$ cat src/rcs_pkg.sv
// Summary of operation
// - Debounce flags: bit 3 selects 40/200 ns
// - Flag when sense falls below threshold
// - Codes 010..111 map -10..-27 mV
// - Two flag settings registers, consecutive addresses
// - Slew code doubles rate from 1.5625 mV/ms
// - Bit 0 enables slew limited adjustment
// - Set flag triggers its selected disable action
package rcs_pkg;

    // ------------------------------------------------------------
    // Register map
    // ------------------------------------------------------------
    localparam logic [15:0] REV_A_OFS = 16'hFE84;
    localparam logic [15:0] REV_B_OFS = 16'hFE85;
    localparam logic [15:0] SLEW_A_OFS = 16'hFE86;
    localparam logic [15:0] SLEW_B_OFS = 16'hFE87;
    localparam logic [7:0] REV_RESET = 8'h00;
    localparam logic [7:0] SLEW_RESET = 8'h00;

    // ------------------------------------------------------------
    // Field layouts
    // ------------------------------------------------------------
    typedef struct packed {
        logic [3:0] rsvd;
        logic long_deb;
        logic [2:0] thr;
    } rcs_flag_cfg_s;

    typedef struct packed {
        logic [3:0] rsvd;
        logic [2:0] rate;
        logic en;
    } rcs_slew_cfg_s;

    // Flag action select, as driven on the reverse_action input of each flag
    typedef enum logic [1:0] {
        ACT_NONE,
        ACT_DIS_A,
        ACT_DIS_B,
        ACT_DIS_ALL
    } rcs_action_e;

    // ------------------------------------------------------------
    // Timing
    // ------------------------------------------------------------
    localparam int CLK_PERIOD_NS = 8;
    localparam int DEB_SHORT_NS = 40;
    localparam int DEB_LONG_NS = 200;
    localparam logic [4:0] DEB_SHORT_CYC =
        5'((DEB_SHORT_NS + CLK_PERIOD_NS - 1) / CLK_PERIOD_NS);
    localparam logic [4:0] DEB_LONG_CYC =
        5'((DEB_LONG_NS + CLK_PERIOD_NS - 1) / CLK_PERIOD_NS);
    // One output LSB every 250 us at code 000 (4 LSB/ms)
    localparam int SLEW_STEP_NS = 250000;
    localparam int SLEW_BASE_CYC = SLEW_STEP_NS / CLK_PERIOD_NS;

    // ------------------------------------------------------------
    // Trip levels, sense units of 0.1 mV
    // ------------------------------------------------------------
    localparam logic signed [15:0] THR_010 = -16'sd100;
    localparam logic signed [15:0] THR_011 = -16'sd130;
    localparam logic signed [15:0] THR_100 = -16'sd170;
    localparam logic signed [15:0] THR_101 = -16'sd200;
    localparam logic signed [15:0] THR_110 = -16'sd240;
    localparam logic signed [15:0] THR_111 = -16'sd270;

endpackage

$ cat src/rcs_top.sv
// Decided for this implementation: the strobed register port.
`timescale 1ns/1ps
module rcs_top import rcs_pkg::*; #(
    parameter int SLEW_BASE_CYCLES = SLEW_BASE_CYC
) (
    // Clock and reset
    input wire logic clk,
    input wire logic reset_n,
    // Register port
    input wire logic [15:0] addr,
    input wire logic [7:0] wr_data,
    input wire logic wr_en,
    input wire logic rd_en,
    output logic [7:0] rd_data,
    // Secondary current sense, flag A at index 0
    input wire logic signed [1:0][15:0] secondary_current_sense,
    input wire logic [1:0][1:0] reverse_action,
    output logic [1:0] reverse_flag,
    output logic disable_pwm_a,
    output logic disable_pwm_b,
    output logic disable_pwm_c,
    // Output voltage setting, channel A at index 0
    input wire logic [1:0][15:0] vout_target,
    output logic [1:0][15:0] vout_ramp
);

    localparam logic [14:0] SLEW_BASE = 15'(SLEW_BASE_CYCLES);

    // ------------------------------------------------------------
    // Register file
    // ------------------------------------------------------------
    // Reserved bits are stored as written; software keeps them zero
    logic [3:0][7:0] regs;
    logic [3:0][7:0] next_regs;
    logic [7:0] next_rd_data;

    // Write decode and one-cycle read data
    // Unmapped writes fall through and leave every register alone
    always_comb begin
        next_regs = regs;
        next_rd_data = 8'h00;
        if (wr_en) begin
            unique case (addr)
                REV_A_OFS: next_regs[0] = wr_data;
                REV_B_OFS: next_regs[1] = wr_data;
                SLEW_A_OFS: next_regs[2] = wr_data;
                SLEW_B_OFS: next_regs[3] = wr_data;
                default: next_regs = regs;
            endcase
        end
        if (rd_en) begin
            unique case (addr)
                REV_A_OFS: next_rd_data = regs[0];
                REV_B_OFS: next_rd_data = regs[1];
                SLEW_A_OFS: next_rd_data = regs[2];
                SLEW_B_OFS: next_rd_data = regs[3];
                default: next_rd_data = 8'h00; // Unmapped reads zero
            endcase
        end
    end

    // Reset leaves both flags unarmed and slew limiting off
    always_ff @(posedge clk or negedge reset_n) begin
        if (!reset_n) begin
            regs <= {SLEW_RESET, SLEW_RESET, REV_RESET, REV_RESET};
            rd_data <= 8'h00;
        end else begin
            regs <= next_regs;
            rd_data <= next_rd_data;
        end
    end

    // ------------------------------------------------------------
    // Reverse current flags and output voltage ramps
    // ------------------------------------------------------------
    // One flag and one ramp per channel, A at index 0, B at index 1
    genvar i;
    generate
        for (i = 0; i < 2; i++) begin : g_chan
            rcs_flag_cfg_s fcfg;
            rcs_slew_cfg_s scfg;
            logic signed [15:0] level;
            logic level_ok;
            logic raw_trip;
            logic [4:0] deb_lim;
            logic [4:0] deb_cnt;
            logic [4:0] next_deb_cnt;
            logic next_flag;
            logic [14:0] period;
            logic [14:0] tmr;
            logic [14:0] next_tmr;
            logic [15:0] next_ramp;

            assign fcfg = rcs_flag_cfg_s'(regs[i]);
            assign scfg = rcs_slew_cfg_s'(regs[i+2]);

            // Trip level lookup; reserved codes never trip
            // Levels are in sense units of 0.1 mV; equal does not trip
            always_comb begin
                level = THR_010;
                level_ok = 1'b1;
                unique case (fcfg.thr)
                    3'h2: level = THR_010;
                    3'h3: level = THR_011;
                    3'h4: level = THR_100;
                    3'h5: level = THR_101;
                    3'h6: level = THR_110;
                    3'h7: level = THR_111;
                    default: level_ok = 1'b0;
                endcase
            end

            // compare below threshold
            // An element select of the packed port drops its sign
            assign raw_trip = level_ok &&
                ($signed(secondary_current_sense[i]) < level);
            assign deb_lim = fcfg.long_deb ? DEB_LONG_CYC : DEB_SHORT_CYC;

            // Flag moves only after the new state held deb_lim cycles
            // A bounce back restarts the count, so a glitch shorter
            // than the window never moves the flag
            always_comb begin
                next_flag = reverse_flag[i];
                next_deb_cnt = 5'h00;
                if (raw_trip != reverse_flag[i]) begin
                    if (deb_cnt + 5'h01 >= deb_lim) begin
                        next_flag = raw_trip;
                    end else begin
                        next_deb_cnt = deb_cnt + 5'h01;
                    end
                end
            end

            // Step period halves with each higher rate code
            // With a base below 128 the top codes stop doubling the rate
            assign period = SLEW_BASE >> scfg.rate;

            // One LSB step toward target per period
            // Timer rests at zero on target, so a new target waits one
            // full period before the first step
            always_comb begin
                next_ramp = vout_ramp[i];
                next_tmr = 15'h0000;
                if (!scfg.en) begin
                    next_ramp = vout_target[i];
                end else if (vout_ramp[i] != vout_target[i]) begin
                    if (tmr + 15'h0001 >= period) begin
                        if (vout_ramp[i] < vout_target[i]) begin
                            next_ramp = vout_ramp[i] + 16'h0001;
                        end else begin
                            next_ramp = vout_ramp[i] - 16'h0001;
                        end
                    end else begin
                        next_tmr = tmr + 15'h0001;
                    end
                end
            end

            // Channel state; flag and ramp drive the outputs directly
            always_ff @(posedge clk or negedge reset_n) begin
                if (!reset_n) begin
                    reverse_flag[i] <= 1'b0;
                    deb_cnt <= 5'h00;
                    vout_ramp[i] <= 16'h0000;
                    tmr <= 15'h0000;
                end else begin
                    reverse_flag[i] <= next_flag;
                    deb_cnt <= next_deb_cnt;
                    vout_ramp[i] <= next_ramp;
                    tmr <= next_tmr;
                end
            end
        end
    endgenerate

    // ------------------------------------------------------------
    // Flag actions
    // ------------------------------------------------------------
    logic next_dis_a;
    logic next_dis_b;
    logic next_dis_c;

    // Merge the disable requests of both flags
    // Both flags may ask at once, so requests are OR-ed together
    always_comb begin
        next_dis_a = 1'b0;
        next_dis_b = 1'b0;
        next_dis_c = 1'b0;
        for (int k = 0; k < 2; k++) begin
            if (reverse_flag[k]) begin
                unique case (rcs_action_e'(reverse_action[k]))
                    ACT_NONE: begin
                        // Flag is reported but nothing is disabled
                    end
                    ACT_DIS_A: next_dis_a = 1'b1;
                    ACT_DIS_B: next_dis_b = 1'b1;
                    ACT_DIS_ALL: begin
                        next_dis_a = 1'b1;
                        next_dis_b = 1'b1;
                        next_dis_c = 1'b1;
                    end
                endcase
            end
        end
    end

    // Disable requests lag the flag by one edge
    always_ff @(posedge clk or negedge reset_n) begin
        if (!reset_n) begin
            disable_pwm_a <= 1'b0;
            disable_pwm_b <= 1'b0;
            disable_pwm_c <= 1'b0;
        end else begin
            disable_pwm_a <= next_dis_a;
            disable_pwm_b <= next_dis_b;
            disable_pwm_c <= next_dis_c;
        end
    end

endmodule // rcs_top

$ cat config.mk
export PLATFORM = sky130hd
export DESIGN_NAME = rcs_top
export DESIGN_NICKNAME = d
export VERILOG_FILES = /design/src/rcs_pkg.sv /design/src/rcs_top.sv
export SDC_FILE = /design/constraint.sdc
export NUM_CORES = 1
export LEC_CHECK = 0
export ABC_AREA = 1
export ABC_CLOCK_PERIOD_IN_PS = 5500
export BUFFER_PORTS_ARGS = -buffer_cell sky130_fd_sc_hd__buf_2
export CORE_MARGIN = 10
export CORE_UTILIZATION = 55
export CTS_BUF_LIST = sky130_fd_sc_hd__clkbuf_4 sky130_fd_sc_hd__clkbuf_8 sky130_fd_sc_hd__clkbuf_16
export CTS_CLUSTER_SIZE = 28
export DETAILED_ROUTE_END_ITERATION = 8
export MAX_ROUTING_LAYER = met4
export PLACE_DENSITY = 0.86
export SETUP_SLACK_MARGIN = 0.3
export SYNTH_ARGS = -nofsm -noshare
export SYNTH_HDL_FRONTEND = slang
export SYNTH_SLANG_ARGS = --single-unit
$ cat constraint.sdc
create_clock -name clk -period 5.5 [get_ports clk]
set_input_delay 0.275 -clock clk [delete_from_list [all_inputs] [get_ports clk]]
set_output_delay 0.275 -clock clk [all_outputs]
set_load 0.02 [all_outputs]
==> flow_summary.yaml <==
status:
  outcome: "completed"
power_and_ir_drop:
  finalPower_mw: 2.52
  p_per_area_nw_per_um2: 224
  ir_drop_mv: 0.243
  p_leak_nw: 6.54
worst_setup_path:
  critPathRequiredTime_ns: 5.77
  timing.reg2reg.setup_slack_ns: 1.77
  critical_path.cell_chain: "ha_1 > nand2_2 > nor3b_2 > nand3_1 > nor3_2 > nand4_1 > xor2_1 > inv_1 > ha_1 > nand2_1 > inv_2 > nand2_1 > nor4_1 > nand2_1 > nand4_1 > or2_1 > nor3_1"
  r2r_end: "g_chan[0].tmr[2]$_DFF_PN0_"
  rr_worst_depth: 17
  cp_slowest_cell: "or2_1"
  crit_path_start: "g_chan[0].tmr[0]$_DFF_PN0_"
  end_kind: "register"
  reg2reg_from: "g_chan[0].tmr[0]$_DFF_PN0_"
  setup.worst_path.start_class: "register"
  cp_top_family: "simple AND/OR/NAND/NOR gates"
  critPathArrivalTime_ns: 4.00
  critPathMaxStageDelay_ns: 0.59
  critPathMaxFanout: 15
  crit_type: "reg -> reg"
  path_buf_inv: 2
  path_common_cell: "nand2_1"
hold_path:
  min_from: "reverse_action[2]"
  min_to: "disable_pwm_a$_DFF_PN0_"
  min_path_type: "in -> reg"
  whs_path_depth: 3
synthesis:
  seq_area_frac_synth_pct: 30.0
  ys_warn_count: 0
  ys.flop_type: "dfrtp_1"
  synth_edf_count: 0
  synth_cells: 1365
  synth_top_cells_by_count: "nand2_1 (378), inv_1 (191), nor2_1 (133)"
  yosysMostFrequentCell: "nand2_1"
  avgSynthCellArea_um2: 7.16
  ys_types: 52
  synth.area.top_cells: "dfrtp_1 (30%), ha_1 (16%), nand2_1 (15%), inv_1 (7.3%), nor2_1 (5.1%)"
  synth_top_area_share_pct: 30.0
  syn-num-nets: 1587
  yosysTopAreaCell: "dfrtp_1"
  ys_async_sr_fraction_pct: 100
  ys_ff_latch: 117
  synth_area_um2: 9770
clocking:
  clockRootBuffer: "clkbuf_16"
  clk_pin_slew_ns: 0.06
  cts-buffers-inserted: 17
  postCtsSetupRepairBufs: 0
  cts_tree: "done"
  clock_latency_ns: 0.43
  ctsHoldBuffers: 1
  clock_path_buffers: 2
  clock-sinks: 117
  ctsHtreeMaxLevel: 4
  cts.repair.resized: 0
floorplanning:
  die_area_um2: 23500
  initial_core_util_pct: 56.3
  io_pins: 141
  die_x_um: 153
  die_h_um: 153
  rows: 48
  core_area_um2: 17400
grt:
  grt_max_degree: 65
  antenna_found_initial: 3
  globalRouteOverflowTotal: 0
  grt_pass1_vias: 9260
  grt_use_total_pct: 21.8
  grt_first_pass_wirelength_um: 42100
placement:
  gp_congestion: 0.924
  port_buffers: 138
  dpl.hpwl_um: 19300
detailed_routing:
  antenna_left: 0
  drt_first_iter_violations: 636
  drc: 0
  first_pass_iters: 6
  vias_per_cell: 5.36
  wl_per_cell_um: 14.3
  routed_wl_um: 24900
  num_vias: 9366
timing:
  relSlewSlack_pct: 27.9
  finalCriticalPeriod_ns: 3.73
  final_max_slew_viol_count: 0
  rsz0062_at_grt: "false"
  hold_violations: 0
  fmax_ghz: 0.268
  fin_worst_skew_ns: 0.00836
  worst_pin_slew_ns: 1.08
  setup_tns_ns: 0
  setup_viol: 0
  fin_crit_sh_pct: 67.8
layout:
  layout.nets: 1727
  area_growth_pct: 15.2
  drive_gt1_share_pct: 15.2
job:
  cap_violations: 0
-- power breakdown --
group / switching, mW / total [mW] / internal (mW)
Combinational: 0.274 / 0.454 / 0.180
Sequential: 0.0539 / 0.973 / 0.919
Clock: 0.431 / 1.10 / 0.667
-- stage by stage --
stage / setup WS [ns] / instances / area [µm²] / util [%] / hold WS (ns)
after detailed placement: 1.91 / 1710 / 10700 / 61.4 / 0.377
final: 1.77 / 1746 / 11300 / 64.8 / 0.108
after floorplan: 2.49 / 1365 / 9770 / - / -0.0206
after global placement: 1.94 / 1710 / 10700 / 61.4 / 0.375
after CTS: 1.79 / 1743 / 11200 / 64.8 / 0.0922
after global routing: 1.38 / 1746 / 11300 / 64.8 / 0.106
-- how the worst max path moves through the flow --
stage	end	slack [ns]	cells after the start
after floorplan	vout_ramp[29]$_DFFE_PN0P_	2.49	20
after global placement	vout_ramp[29]$_DFFE_PN0P_	1.94	20
after detailed placement	vout_ramp[29]$_DFFE_PN0P_	1.91	20
after CTS	g_chan[0].tmr[2]$_DFF_PN0_	1.79	17
after global routing	g_chan[0].tmr[2]$_DFF_PN0_	1.38	17
final	g_chan[0].tmr[2]$_DFF_PN0_	1.77	17
-- metal layers --
layer  wire (µm)  up-vias  global-route usage [%]
met5           0        -                       -
met4         675        0                    8.63
met3        1400       56                    3.65
met2       12000      321                    36.1
met1       10900     4269                    25.8
li1            -     4720                       -
-- layout make-up --
class / count / area (µm²)
fillers: 1453 / 6100
flip-flops and latches: 117 / 2930
repair buffers: 141 / 718
inverters: 197 / 739
well taps: 225 / 282
clock buffers: 17 / 425
multi-input cells: 1031 / 5990
diodes: 3 / 7.51
clock inverters: 15 / 158
-- logic make-up (layout without fill, tap and decap cells) --
logic type	Yosys count	after routing	share of synthesized area, %
AOI/OAI and AO/OA	197	197	11.2
xor gates and xnor gates	31	31	2.78
adders and majority gates	126	126	16.3
buffers and inverters	217	370	8.68
DFF	117	117	30.0
other	0	3	0
and+or+nand+nor	677	677	31.1
-- worst min-delay path, cell delays in order --
cell and delay [ns]:
buf_2 0.07, inv_1 0.04, o22ai_1 0.10
-- state kept, by name, indices dropped and copies added, names as in the netlist --
register	count
g_chan.tmr	30
g_chan.scfg	16
g_chan.fcfg	16
disable_pwm_b	1
rd_data	8
disable_pwm_a	1
vout_ramp	32
disable_pwm_c	1
reverse_flag	2
g_chan.deb_cnt	10
-- placed cells by master (no fill, tap or decap), drive strengths merged, types with 3 or more instances in the layout --
| cell | n |
|---|---|
| xnor2 | 9 |
| clkinvlp | 4 |
| nand3 | 76 |
| nor3b | 3 |
| buf | 140 |
| xor2 | 22 |
| nor2 | 153 |
| inv | 197 |
| o21ai | 85 |
| o22ai | 19 |
| nor4 | 8 |
| diode | 3 |
| clkbuf | 17 |
| clkinv | 9 |
| nand2 | 385 |
| nor3 | 11 |
| a21oi | 64 |
| ha | 124 |
| nand3b | 8 |
| a21boi | 4 |
| nand4 | 20 |
| o21bai | 8 |
| a21o | 10 |
| dfrtp | 117 |
| or2 | 9 |
Power figures use the tool's default switching activity.
